$ cat src/inc/ufb_defines.vh
// Constants for the fractional-baud serial port: register indexes, fields,
// reset values and timing counts. Assumes inclusion by bare name only.
`ifndef UFB_DEFINES_VH
`define UFB_DEFINES_VH

// Register indexes; the APB byte address is four times the index.
`define UFB_IDX_CONTROL   10'h098
`define UFB_IDX_DATA      10'h099
`define UFB_IDX_FRACTION  10'h09d
`define UFB_IDX_PRESCALE  10'h09e
`define UFB_IDX_CONFIG    10'h0a0

// Serial control register fields.
`define UFB_CTL_MODE_HI   7
`define UFB_CTL_MODE_LO   6
`define UFB_CTL_FCHK      5
`define UFB_CTL_RXEN      4
`define UFB_CTL_TXB8      3
`define UFB_CTL_RXB8      2
`define UFB_CTL_TXF       1
`define UFB_CTL_RXF       0

// Fraction register fields.
`define UFB_FRAC_EN       7
`define UFB_FRAC_MSB      5

// Prescale register fields.
`define UFB_PRE_OWE       7
`define UFB_PRE_FE        6
`define UFB_PRE_EXT_MSB   4
`define UFB_PRE_EXT_LSB   3
`define UFB_PRE_DIV_MSB   2

// Own configuration register fields.
`define UFB_CFG_EXTENDED_SERIAL_ENABLE     0
`define UFB_CFG_CD_LSB    1
`define UFB_CFG_CD_MSB    3
`define UFB_CFG_RDBL      4
`define UFB_CFG_T2TX      5
`define UFB_CFG_T2RX      6

// Reset values.
`define UFB_RST_BYTE      8'h00

// Mode 0 shift clock: core clock divided by twelve, low for the first half.
`define UFB_M0_DIV        4'd12
`define UFB_M0_HALF       4'd6
`define UFB_BITS          4'd8
`define UFB_OVERSAMPLE    5'd16
`define UFB_MID_SAMPLE    4'd7
`define UFB_FRAC_ONE      7'd64

`endif

$ cat src/design/ufb_baud.v
// Baud tick generator: sixteen-times-bit-rate ticks for transmit and receive.
// Assumes timer overflow inputs are one-cycle pulses synchronous to mclk.
`timescale 1ns/1ps
`include "ufb_defines.vh"

module ufb_baud #(
  parameter ACC_W = 25
) (
  // Clock and reset.
  input  wire       mclk,
  input  wire       rst_b,
  // Configuration.
  input  wire       frac_baud_gen_enable,
  input  wire [5:0] baud_fraction_value,
  input  wire [2:0] baud_div,
  input  wire [1:0] prescale_extension,
  input  wire [2:0] core_clock_divide,
  input  wire       rate_double,
  input  wire       timer_two_tx_clock_sel,
  input  wire       timer_two_rx_clock_sel,
  // Legacy timer overflows.
  input  wire       timer1_ovf,
  input  wire       timer2_ovf,
  // Ticks.
  output wire       tx_tick,
  output wire       rx_tick
);

  reg  [ACC_W-1:0] acc;
  reg              frac_tick;
  reg              t1_half;
  wire [4:0]       shift_exp;
  wire [ACC_W-1:0] limit;
  wire [ACC_W-1:0] acc_step;
  wire             t1_tick;

  // Tick period is 2^(cd+ext+div) * (1 + frac/64) clocks, kept exact on
  // average by counting in sixty-fourths of a clock.
  assign shift_exp = {2'b00, core_clock_divide} + {3'b000, prescale_extension}
                   + {2'b00, baud_div};
  assign limit     = {{(ACC_W-7){1'b0}}, `UFB_FRAC_ONE + {1'b0, baud_fraction_value}}
                   << shift_exp;
  assign acc_step  = acc + {{(ACC_W-7){1'b0}}, `UFB_FRAC_ONE};

  // Fractional accumulator; held clear while the dedicated timer is off.
  always @(posedge mclk or negedge rst_b) begin
    if (!rst_b) begin
      acc       <= {ACC_W{1'b0}};
      frac_tick <= 1'b0;
    end else if (!frac_baud_gen_enable) begin
      acc       <= {ACC_W{1'b0}};
      frac_tick <= 1'b0;
    end else if (acc_step >= limit) begin
      acc       <= acc_step - limit;
      frac_tick <= 1'b1;
    end else begin
      acc       <= acc_step;
      frac_tick <= 1'b0;
    end
  end

  // Timer 1 path halves the overflow rate unless rate doubling is set.
  always @(posedge mclk or negedge rst_b) begin
    if (!rst_b) begin
      t1_half <= 1'b0;
    end else if (timer1_ovf) begin
      t1_half <= ~t1_half;
    end
  end
  assign t1_tick = timer1_ovf & (rate_double | t1_half);

  // The dedicated timer overrides rate doubling and the timer 2 selects.
  assign tx_tick = frac_baud_gen_enable ? frac_tick :
                   (timer_two_tx_clock_sel ? timer2_ovf : t1_tick);
  assign rx_tick = frac_baud_gen_enable ? frac_tick :
                   (timer_two_rx_clock_sel ? timer2_ovf : t1_tick);

endmodule

$ cat src/design/ufb_uart.v
// Serial port with fractional baud timer, shift-register mode 0 and 8-bit
// asynchronous mode 1, registers on an APB slave. Assumes synchronous pins.
`timescale 1ns/1ps
`include "ufb_defines.vh"

module ufb_uart #(
  parameter ADDR_W = 12
) (
  // Clock and reset.
  input  wire              mclk,
  input  wire              rst_b,
  // APB slave.
  input  wire              psel,
  input  wire              penable,
  input  wire              pwrite,
  input  wire [ADDR_W-1:0] paddr,
  input  wire [31:0]       pwdata,
  output reg  [31:0]       prdata,
  output wire              pready,
  output wire              pslverr,
  // Legacy baud timer overflows.
  input  wire              timer1_ovf,
  input  wire              timer2_ovf,
  // Serial pins; rx pin is two-way in mode 0.
  input  wire              rxd_in,
  output reg               rxd_out,
  output reg               rxd_oe,
  output reg               txd
);

  localparam TX_IDLE  = 2'd0;
  localparam TX_M0    = 2'd1;
  localparam TX_M1    = 2'd2;
  localparam RX_IDLE  = 2'd0;
  localparam RX_START = 2'd1;
  localparam RX_DATA  = 2'd2;

  // Software-visible state.
  reg [7:0] serial_control_reg;
  reg [7:0] serial_data_buffer;
  reg       frac_baud_gen_enable;
  reg [5:0] baud_fraction_value;
  reg [4:0] baud_prescale_control;
  reg       overwrite_error;
  reg       frame_error;
  reg [6:0] config_reg;

  // Transmit / mode 0 engine.
  reg [1:0] tx_state;
  reg [8:0] tx_shift;
  reg [3:0] tx_bit;
  reg [3:0] tx_sub;
  reg [3:0] m0_phase;
  reg       m0_rx;

  // Mode 1 receiver.
  reg [1:0] rx_state;
  reg [8:0] rx_shift;
  reg [3:0] rx_bit;
  reg [3:0] rx_sub;
  reg       rxd_prev;

  // Hardware flag events, one cycle each.
  reg       set_ri;
  reg       set_ti;
  reg       set_rb8;
  reg       rb8_val;
  reg       set_owe;
  reg       fe_upd;
  reg       fe_val;
  reg       buf_load;
  reg [7:0] buf_val;

  wire       tx_tick;
  wire       rx_tick;
  wire [9:0] idx = paddr[ADDR_W-1:2];
  wire       wr = psel & penable & pwrite;
  wire       rd = psel & ~pwrite;
  wire       hit_ctl = (idx == `UFB_IDX_CONTROL);
  wire       hit_dat = (idx == `UFB_IDX_DATA);
  wire       hit_frac = (idx == `UFB_IDX_FRACTION);
  wire       hit_pre = (idx == `UFB_IDX_PRESCALE);
  wire       hit_cfg = (idx == `UFB_IDX_CONFIG);
  wire       mapped = hit_ctl | hit_dat | hit_frac | hit_pre | hit_cfg;
  wire       mode_hi = serial_control_reg[`UFB_CTL_MODE_HI];
  wire       mode_lo = serial_control_reg[`UFB_CTL_MODE_LO];
  wire       mode0 = ~mode_hi & ~mode_lo;
  wire       mode1 = ~mode_hi & mode_lo;
  wire       ri = serial_control_reg[`UFB_CTL_RXF];
  wire       rx_en = serial_control_reg[`UFB_CTL_RXEN];
  wire       ext_en = config_reg[`UFB_CFG_EXTENDED_SERIAL_ENABLE];
  wire       data_wr = wr & hit_dat;

  // The slave answers in the access cycle; unmapped addresses flag an error.
  assign pready  = 1'b1;
  assign pslverr = psel & penable & ~mapped;

  ufb_baud u_baud (
    .mclk                   (mclk),
    .rst_b                  (rst_b),
    .frac_baud_gen_enable   (frac_baud_gen_enable),
    .baud_fraction_value    (baud_fraction_value),
    .baud_div               (baud_prescale_control[2:0]),
    .prescale_extension     (baud_prescale_control[4:3]),
    .core_clock_divide      (config_reg[`UFB_CFG_CD_MSB:`UFB_CFG_CD_LSB]),
    .rate_double            (config_reg[`UFB_CFG_RDBL]),
    .timer_two_tx_clock_sel (config_reg[`UFB_CFG_T2TX]),
    .timer_two_rx_clock_sel (config_reg[`UFB_CFG_T2RX]),
    .timer1_ovf             (timer1_ovf),
    .timer2_ovf             (timer2_ovf),
    .tx_tick                (tx_tick),
    .rx_tick                (rx_tick)
  );

  // Read data is registered in the setup cycle so it stands in the access.
  always @(posedge mclk or negedge rst_b) begin
    if (!rst_b) begin
      prdata <= 32'h0000_0000;
    end else if (rd & ~penable) begin
      prdata <= 32'h0000_0000;
      if (hit_ctl) prdata[7:0] <= serial_control_reg;
      if (hit_dat) prdata[7:0] <= serial_data_buffer;
      if (hit_frac) prdata[7:0] <= {frac_baud_gen_enable, 1'b0, baud_fraction_value};
      if (hit_pre) prdata[7:0] <= {overwrite_error, frame_error, 1'b0,
                                   baud_prescale_control};
      if (hit_cfg) prdata[6:0] <= config_reg;
    end
  end

  // Configuration registers written by software.
  always @(posedge mclk or negedge rst_b) begin
    if (!rst_b) begin
      frac_baud_gen_enable  <= 1'b0;
      baud_fraction_value   <= 6'h00;
      baud_prescale_control <= 5'h00;
      config_reg            <= 7'h00;
    end else if (wr) begin
      if (hit_frac) begin
        frac_baud_gen_enable <= pwdata[`UFB_FRAC_EN];
        baud_fraction_value  <= pwdata[`UFB_FRAC_MSB:0];
      end
      if (hit_pre) baud_prescale_control <= pwdata[`UFB_PRE_EXT_MSB:0];
      if (hit_cfg) config_reg <= pwdata[6:0];
    end
  end

  // Control register: hardware sets win over a software write that clears.
  always @(posedge mclk or negedge rst_b) begin
    if (!rst_b) begin
      serial_control_reg <= `UFB_RST_BYTE;
    end else begin
      if (wr & hit_ctl) begin
        serial_control_reg <= pwdata[7:0];
      end
      if (set_ri) serial_control_reg[`UFB_CTL_RXF] <= 1'b1;
      if (set_ti) serial_control_reg[`UFB_CTL_TXF] <= 1'b1;
      if (set_rb8) serial_control_reg[`UFB_CTL_RXB8] <= rb8_val;
    end
  end

  // Data buffer and error flags; overwrite error clears only by writing 0.
  always @(posedge mclk or negedge rst_b) begin
    if (!rst_b) begin
      serial_data_buffer <= `UFB_RST_BYTE;
      overwrite_error    <= 1'b0;
      frame_error        <= 1'b0;
    end else begin
      if (buf_load) serial_data_buffer <= buf_val;
      if (set_owe) begin
        overwrite_error <= 1'b1;
      end else if (wr & hit_pre & ~pwdata[`UFB_PRE_OWE]) begin
        overwrite_error <= 1'b0;
      end
      if (fe_upd) frame_error <= fe_val;
    end
  end

  // Transmitter and mode 0 engine. Mode 0 reception shares the shift clock,
  // so a data write during a mode 0 receive is ignored rather than mixed in.
  always @(posedge mclk or negedge rst_b) begin
    if (!rst_b) begin
      tx_state <= TX_IDLE;
      tx_shift <= 9'h000;
      tx_bit   <= 4'h0;
      tx_sub   <= 4'h0;
      m0_phase <= 4'h0;
      m0_rx    <= 1'b0;
      txd      <= 1'b1;
      rxd_out  <= 1'b1;
      rxd_oe   <= 1'b0;
      set_ti   <= 1'b0;
    end else begin
      set_ti <= 1'b0;
      case (tx_state)
        TX_IDLE: begin
          txd    <= 1'b1;
          rxd_oe <= 1'b0;
          tx_bit <= 4'h0;
          tx_sub <= 4'h0;
          m0_phase <= 4'h0;
          if (data_wr & mode0) begin
            tx_shift <= {1'b1, pwdata[7:0]};
            m0_rx    <= 1'b0;
            tx_state <= TX_M0;
          end else if (data_wr & mode1) begin
            tx_shift <= {1'b1, pwdata[7:0]};
            tx_state <= TX_M1;
          end else if (mode0 & rx_en & ~ri & ~set_ri) begin
            // A finished receive whose flag is not yet set must not start another.
            m0_rx    <= 1'b1;
            tx_state <= TX_M0;
          end
        end
        TX_M0: begin
          // Shift clock low for six cycles, high for six.
          txd     <= (m0_phase >= `UFB_M0_HALF);
          rxd_oe  <= ~m0_rx;
          rxd_out <= tx_shift[0];
          if (m0_phase == `UFB_M0_DIV - 4'd1) begin
            m0_phase <= 4'h0;
            tx_bit   <= tx_bit + 4'd1;
            tx_shift <= m0_rx ? {1'b1, rxd_in, tx_shift[7:1]}
                              : {1'b1, tx_shift[8:1]};
            if (tx_bit == `UFB_BITS - 4'd1) begin
              tx_state <= TX_IDLE;
              set_ti   <= ~m0_rx;
            end
          end else begin
            m0_phase <= m0_phase + 4'd1;
          end
        end
        TX_M1: begin
          rxd_oe <= 1'b0;
          txd    <= (tx_bit == 4'h0) ? 1'b0 : tx_shift[0];
          if (tx_tick) begin
            tx_sub <= tx_sub + 4'd1;
            if (tx_sub == `UFB_OVERSAMPLE - 5'd1) begin
              tx_bit <= tx_bit + 4'd1;
              if (tx_bit != 4'h0) tx_shift <= {1'b1, tx_shift[8:1]};
              if (tx_bit == `UFB_BITS) set_ti <= 1'b1;
              if (tx_bit == `UFB_BITS + 4'd1) tx_state <= TX_IDLE;
            end
          end
        end
        default: begin
          tx_state <= TX_IDLE;
        end
      endcase
      if (~mode0 & ~mode1) tx_state <= TX_IDLE;
    end
  end

  // Mode 1 receiver at sixteen ticks per bit, sampled mid-bit.
  always @(posedge mclk or negedge rst_b) begin
    if (!rst_b) begin
      rx_state <= RX_IDLE;
      rx_shift <= 9'h000;
      rx_bit   <= 4'h0;
      rx_sub   <= 4'h0;
      rxd_prev <= 1'b1;
    end else begin
      rxd_prev <= rxd_in;
      case (rx_state)
        RX_IDLE: begin
          rx_sub <= 4'h0;
          rx_bit <= 4'h0;
          if (mode1 & rx_en & rxd_prev & ~rxd_in) begin
            rx_state <= RX_START;
          end
        end
        RX_START: begin
          if (rx_tick) begin
            rx_sub <= rx_sub + 4'd1;
            if (rx_sub == `UFB_MID_SAMPLE) begin
              rx_sub <= 4'h0;
              rx_state <= rxd_in ? RX_IDLE : RX_DATA;
            end
          end
        end
        RX_DATA: begin
          if (rx_tick) begin
            rx_sub <= rx_sub + 4'd1;
            if (rx_sub == `UFB_OVERSAMPLE - 5'd1) begin
              rx_shift <= {rxd_in, rx_shift[8:1]};
              rx_bit   <= rx_bit + 4'd1;
              if (rx_bit == `UFB_BITS) rx_state <= RX_IDLE;
            end
          end
        end
        default: begin
          rx_state <= RX_IDLE;
        end
      endcase
      if (~mode1) rx_state <= RX_IDLE;
    end
  end

  // Final shift pulse decisions and the mode 0 receive completion.
  always @(posedge mclk or negedge rst_b) begin
    if (!rst_b) begin
      set_ri   <= 1'b0;
      set_rb8  <= 1'b0;
      rb8_val  <= 1'b0;
      set_owe  <= 1'b0;
      fe_upd   <= 1'b0;
      fe_val   <= 1'b0;
      buf_load <= 1'b0;
      buf_val  <= 8'h00;
    end else begin
      set_ri   <= 1'b0;
      set_rb8  <= 1'b0;
      set_owe  <= 1'b0;
      fe_upd   <= 1'b0;
      buf_load <= 1'b0;
      if (rx_state == RX_DATA && rx_tick && rx_sub == `UFB_OVERSAMPLE - 5'd1 &&
          rx_bit == `UFB_BITS) begin
        fe_upd  <= 1'b1;
        fe_val  <= ~rxd_in;
        set_owe <= ri;
        // Accept only if the buffer is free (or extended) and, with frame check on, the stop is one.
        if ((ext_en | ~ri) & (~serial_control_reg[`UFB_CTL_FCHK] | rxd_in)) begin
          buf_load <= 1'b1;
          buf_val  <= rx_shift[8:1];
          set_rb8  <= 1'b1;
          rb8_val  <= rxd_in;
          set_ri   <= 1'b1;
        end
      end else if (tx_state == TX_M0 && m0_rx && tx_bit == `UFB_BITS - 4'd1 &&
                   m0_phase == `UFB_M0_DIV - 4'd1) begin
        buf_load <= 1'b1;
        buf_val  <= {rxd_in, tx_shift[7:1]};
        set_ri   <= 1'b1;
      end
    end
  end

endmodule

$ cat config.mk
export PLATFORM = sky130hd
export DESIGN_NAME = ufb_uart
export DESIGN_NICKNAME = d
export VERILOG_FILES = /design/src/design/ufb_baud.v /design/src/design/ufb_uart.v
export VERILOG_INCLUDE_DIRS = /design/src /design/src/inc
export SDC_FILE = /design/constraint.sdc
export NUM_CORES = 1
export LEC_CHECK = 0
export BUFFER_PORTS_ARGS = -buffer_cell sky130_fd_sc_hd__buf_2
export CAP_MARGIN = 20
export CORE_MARGIN = 8
export CORE_UTILIZATION = 60
export CTS_BUF_LIST = sky130_fd_sc_hd__clkbuf_4 sky130_fd_sc_hd__clkbuf_8 sky130_fd_sc_hd__clkbuf_16
export DETAILED_ROUTE_END_ITERATION = 10
export PLACE_DENSITY_LB_ADDON = 0.3
export SETUP_SLACK_MARGIN = 0.5
export SYNTH_ARGS = -nofsm -noshare
export SYNTH_HDL_FRONTEND = slang
export SYNTH_SLANG_ARGS = --single-unit
$ cat constraint.sdc
create_clock -name mclk -period 15.3 [get_ports mclk]
set_input_delay 1.53 -clock mclk [delete_from_list [all_inputs] [get_ports mclk]]
set_output_delay 1.53 -clock mclk [all_outputs]
set_load 0.1 [all_outputs]
==> impl_metrics.env, run 1 <==
export IMPL_status="finished clean"
export IMPL_crit_required_ps=15580
export IMPL_antenna_found_initial=0
export IMPL_ys_types=70
export IMPL_dieArea_um2=18530
export IMPL_grt_pass1_vias=7162
export IMPL_grt_pass1_wl_um=34360
export IMPL_cts_num_sinks=133
export IMPL_synthTopCellsByArea="dfrtp_1 38%, ha_1 7.1%, mux2_2 6.6%"
export IMPL_final_cell_mix="130 x dfrtp_1, 126 x nand2_1, 67 x a21oi_1"
export IMPL_setup_violations=0
export IMPL_final_core_util=0.6629
export IMPL_hold_viol=0
export IMPL_tns_ps=0
export IMPL_syn_cell_area_um2=8657
export IMPL_start_util=0.6048
export IMPL_cap_violations=0
export IMPL_cts_setup_buffers=0
export IMPL_holdWs_ps=422.5
export IMPL_ir_worst_vdd_uv=101.3
export IMPL_io_buffers=37
export IMPL_antenna_cells=0
export IMPL_p_total_mw=1.708
export IMPL_die_w_um=136.1
export IMPL_largest_register="u_baud.acc"
export IMPL_synth_top_area_frac=0.3758
export IMPL_critPathKind="reg -> reg"
export IMPL_worst_pin_slew_ps=1019
export IMPL_wl_per_cell_um=17.54
export IMPL_synth_seq_cells=133
export IMPL_largest_reg_flops=25
export IMPL_p_per_area_nw_per_um2=180.0
export IMPL_cts_buffer_depth=2
export IMPL_nets=1081
export IMPL_htreeDepth=4
export IMPL_area_growth_syn_to_layout_pct=9.611
export IMPL_clk_latency_ps=430
export IMPL_cts_tree="done"
export IMPL_critPathCaptureType="register"
export IMPL_drc=0
export IMPL_cts_root_buf="clkbuf_16"
export IMPL_yosysSeqAreaShare=0.3849
export IMPL_synth_area_leader_cell="dfrtp_1"
export IMPL_fp_dieH_um=136.1
export IMPL_initialDrtViolationCount=533
export IMPL_slew_viol_final=0
export IMPL_hold_class="reg -> reg"
export IMPL_vias=7068
export IMPL_skew_ps=8.384
export IMPL_gp_congestion=0.8947
export IMPL_fmax_mhz=172.6
export IMPL_cts_buffers=17
export IMPL_ys_flop_type="dfrtp_1"
export IMPL_cts_clk_slew_worst_paths_ps=70
export IMPL_row_count=44
export IMPL_rsz0062_at_grt="false"
export IMPL_ios=89
export IMPL_vias_per_cell=6.020
export IMPL_drive_above_1_share=0.1505
export IMPL_power_leakage_nw=4.293
export IMPL_wl_um=20600
export IMPL_arrival_ps=6080
export IMPL_reg_top3="u_baud.acc (25), tx_shift (9)"
export IMPL_cts_resized=0
export IMPL_startpoint_type="register"
export IMPL_synth_edf_count=0
export IMPL_cts_hold_buffers_added=0
export IMPL_yosysWarnings=0
export IMPL_first_pass_iters=8
export IMPL_syn_inst=953
export IMPL_grt_util_all_layers=0.2330
export IMPL_dp_hpwl_um=15140
export IMPL_post_route_period_util=0.3786
export IMPL_postRouteAntennaNets=0
export IMPL_synth_avg_cell_area_um2=9.084
export IMPL_path_max_fanout=22
export IMPL_core_area_um2=14310
export IMPL_grt_max_degree=73
export IMPL_async_flop_share=1.000
export IMPL_period_minus_slack_ps=5793
export IMPL_slew_headroom=0.3179
export IMPL_gr_total_overflow=0
export IMPL_final_common_cell="dfrtp_1"
[per-stage QoR]
| stage | cell area [um2] | worst slack [ps] | std cells |
|---|---|---|---|
| finish | 9489 | 9507 | 1174 |
| global route | 9489 | 9050 | 1174 |
| CTS | 9489 | 9590 | 1174 |
| detailed placement | 8860 | 9647 | 1142 |
| global placement | 8860 | 9664 | 1142 |
| floorplan | 8743 | 9470 | 976 |
[power breakdown]
group,switching [mW],total [mW],internal (mW)
clock network,0.185,0.436,0.251
logic,0.489,0.799,0.310
registers,0.0517,0.473,0.421
total,0.725,1.71,0.982
[critical path, cell delays in order (launching register included)]
cell,delay (ps)
dfrtp_1,410
ha_1,230
fa_1,490
fa_1,800
mux4_2,390
o21ai_0,250
nor3_1,80
a31oi_1,280
ha_1,370
and3_1,260
nand3_1,130
nor2_1,80
a31o_2,400
a2111oi_0,490
a21bo_2,560
nor2_1,220
o2bb2ai_1,210
[layer usage]
metal	up-vias	routed length, um	global-route usage
li1	3412	-	-
met5	-	0	0
met3	44	1031	0.05248
met4	0	633	0.1074
met1	3433	8698	0.2748
met2	179	10230	0.3969
[cell usage after synthesis, types with 4 or more instances]
master      n
a211oi_1    6
buf_4      25
a222oi_1    7
dfrtp_1   130
mux2i_1     9
clkbuf_1   27
o21bai_1    6
a221oi_1    7
xor2_1     15
a21oi_1    67
a31oi_1     9
nor3_1     31
nor2b_1     5
nor2_1     55
nand4_1    11
a21o_1     16
ha_1       49
mux2_2     51
and3_1      7
o21ai_0    61
inv_1      46
a22oi_1     6
and2_1      5
nand2_1   126
or2_2       7
or3_1       6
nand3_1    30
xnor2_1    30
o21a_1     13
nand2b_1   16
o211ai_1    4
o31ai_1     7
a211oi_2    4
[worst paths after layout]
path	startpoint	to	slack, ps	cells past startpoint
min in group asynchronous	rst_b	u_baud.acc[15]	1120	1
setup reg to reg	baud_prescale_control[3]	u_baud.acc[11]	9510	16
setup / recovery	baud_prescale_control[3]	u_baud.acc[11]	9510	16
hold reg to reg	set_owe	overwrite_error	420	1
hold / removal	set_owe	overwrite_error	420	1
max in group asynchronous	rst_b	rb8_val	12950	2
[kinds of logic (layout without fill, tap and decap cells)]
family,count (synthesis),after routing,synth area share
AOI/OAI and AO/OA,243,243,0.1843
xor gates and xnor gates,45,45,0.04553
adders and majority gates,52,52,0.07776
buffers and inverters,104,118,0.05897
DFF,133,133,0.3849
muxes,61,61,0.07935
other,2,25,0.0008675
and+or+nand+nor,313,313,0.1684
[area by class of cell]
class | count | area (um2)
clock buffers | 17 | 425.4
clock inverters | 15 | 203.9
fillers | 1191 | 4825
inverters | 46 | 172.7
multi-input cells | 739 | 4911
flip-flops and latches | 133 | 3332
well taps | 184 | 230.2
repair buffers | 40 | 214.0
No activity file was read; power rests on OpenSTA's default activity.
==> run 2, diff against run 1 <==
--- a/config.mk
+++ b/config.mk
@@ -9,7 +9,7 @@
 export BUFFER_PORTS_ARGS = -buffer_cell sky130_fd_sc_hd__buf_2
 export CAP_MARGIN = 20
 export CORE_MARGIN = 8
-export CORE_UTILIZATION = 60
+export CORE_UTILIZATION = 54
 export CTS_BUF_LIST = sky130_fd_sc_hd__clkbuf_4 sky130_fd_sc_hd__clkbuf_8 sky130_fd_sc_hd__clkbuf_16
 export DETAILED_ROUTE_END_ITERATION = 10
 export PLACE_DENSITY_LB_ADDON = 0.3
==> constraint.sdc (replaced) <==
create_clock -name mclk -period 5.2 [get_ports mclk]
set_input_delay 0.52 -clock mclk [delete_from_list [all_inputs] [get_ports mclk]]
set_output_delay 0.52 -clock mclk [all_outputs]
set_load 0.1 [all_outputs]
==> impl_metrics.env, run 2 (synthesis results as in run 1) <==
export IMPL_antenna_cells=0
export IMPL_fin_area_um2=10530
export IMPL_startpoint_type="register"
export IMPL_placed_area_um2=9046
export IMPL_io_buffers=37
export IMPL_drive_above_1_share=0.2770
export IMPL_cts_num_sinks=133
export IMPL_p_per_area_nw_per_um2=526.4
export IMPL_power_leakage_nw=4.641
export IMPL_path_cells="ha_2, fa_1, fa_2, buf_6, a211oi_4, a21oi_2, and2_4, nand2_2, o21ai_2, nand2_2, ha_4, and3_4, a221o_1, a31o_1, o31a_1, o211ai_2, a211oi_4, buf_12, buf_8, nor3_1, a211oi_2"
export IMPL_cts_buffer_depth=2
export IMPL_die_w_um=142.6
export IMPL_slew_headroom=0.3411
export IMPL_path_max_fanout=7
export IMPL_finalWorstSetupSlack_ps=312.3
export IMPL_final_core_util=0.6680
export IMPL_stdcell_count=1263
export IMPL_reg_top3="u_baud.acc (25), tx_shift (9)"
export IMPL_wl_um=23770
export IMPL_critPathKind="reg -> reg"
export IMPL_nets=1138
export IMPL_grt_pass1_vias=7351
export IMPL_ir_worst_vdd_uv=323.0
export IMPL_crit_slowest_cell="fa_2"
export IMPL_antenna_found_initial=0
export IMPL_postRouteAntennaNets=0
export IMPL_worst_pin_slew_ps=980.8
export IMPL_rsz0062_at_grt="true"
export IMPL_final_cell_mix="130 x dfrtp_1, 117 x nand2_1, 54 x a21oi_1"
export IMPL_dieArea_um2=20340
export IMPL_largest_register="u_baud.acc"
export IMPL_ios=89
export IMPL_fp_dieH_um=142.6
export IMPL_status="finished clean"
export IMPL_gp_congestion=0.8724
export IMPL_cap_violations=0
export IMPL_largest_reg_flops=25
export IMPL_setup_violations=0
export IMPL_cts_tree="done"
export IMPL_final_common_cell="dfrtp_1"
export IMPL_grt_pass1_wl_um=36450
export IMPL_start_util=0.5490
export IMPL_vias_per_cell=6.006
export IMPL_clk_latency_ps=430
export IMPL_tns_ps=0
export IMPL_first_pass_iters=8
export IMPL_hold_viol=0
export IMPL_period_minus_slack_ps=4888
export IMPL_dp_cells=1189
export IMPL_pre_cts_ws_ps=132.8
export IMPL_slew_viol_final=0
export IMPL_vias=7585
export IMPL_row_count=46
export IMPL_cts_clk_slew_worst_paths_ps=70
export IMPL_dp_hpwl_um=15160
export IMPL_cts_buffers=17
export IMPL_initialDrtViolationCount=695
export IMPL_htreeDepth=4
export IMPL_fmax_mhz=204.6
export IMPL_arrival_ps=5150
export IMPL_grt_util_all_layers=0.2244
export IMPL_post_route_period_util=0.9399
export IMPL_p_total_mw=5.545
export IMPL_area_growth_syn_to_layout_pct=21.68
export IMPL_drc=0
export IMPL_max_stage_delay_ps=640
export IMPL_wl_per_cell_um=18.82
export IMPL_critPathCaptureType="register"
export IMPL_crit_required_ps=5460
export IMPL_grt_max_degree=81
export IMPL_gr_total_overflow=0
export IMPL_holdWs_ps=136.7
export IMPL_core_area_um2=15770
export IMPL_cts_hold_buffers_added=0
export IMPL_skew_ps=8.102
export IMPL_cts_root_buf="clkbuf_16"
export IMPL_hold_class="in -> async"
export IMPL_fill_cells=1245
## run 2: area by class of cell
class	count	area, um2	share of cell area
Multi-Input combinational cell	739	5435	0.5160
Sequential cell	133	3332	0.3163
Timing Repair Buffer	97	744.5	0.07067
Clock buffer	18	432.9	0.04110
Tap cell	216	270.3	0.02566
Inverter	46	175.2	0.01663
Clock inverter	14	143.9	0.01366
## run 2: report_power, final
| part | switching [mW] | internal (mW) | leakage (nW) | total, mW |
|---|---|---|---|---|
| clock network | 0.507 | 0.677 | 0.277 | 1.18 |
| registers | 0.157 | 1.24 | 1.72 | 1.40 |
| logic | 1.71 | 1.26 | 2.65 | 2.96 |
## run 2: worst paths after layout
check	start	to	slack, ps	depth (start not counted)
max	config_reg[1]	u_baud.acc[2]	310	21
max in group asynchronous	rst_b	frac_baud_gen_enable	3860	2
max reg2reg	config_reg[1]	u_baud.acc[2]	310	21
min	rst_b	u_baud.acc[10]	140	1
min in group mclk	rxd_in	rxd_prev	270	1
min reg2reg	set_owe	overwrite_error	430	1
## run 2: timing repair
action,4_1_cts,5_1_grt
gates cloned,0,1
pin swaps,25,25
setup buffers,25,16
endpoints found under the setup margin,26,26
resized for setup,63,76
## run 2: routing by layer
layer / track usage / part of all wire
met4: 0.1113 / 0.042
met5: 0 / 0
met1: 0.2645 / 0.41
met3: 0.04107 / 0.050
met2: 0.3860 / 0.50
## run 2: worst max-delay path: cells and delay by family, from the launching register on
kind | cells | cell delay [ps]
simple gates | 5 | 760
compound gates | 9 | 1580
fa+ha+maj | 4 | 1580
flops | 1 | 380
buf+inv | 3 | 430
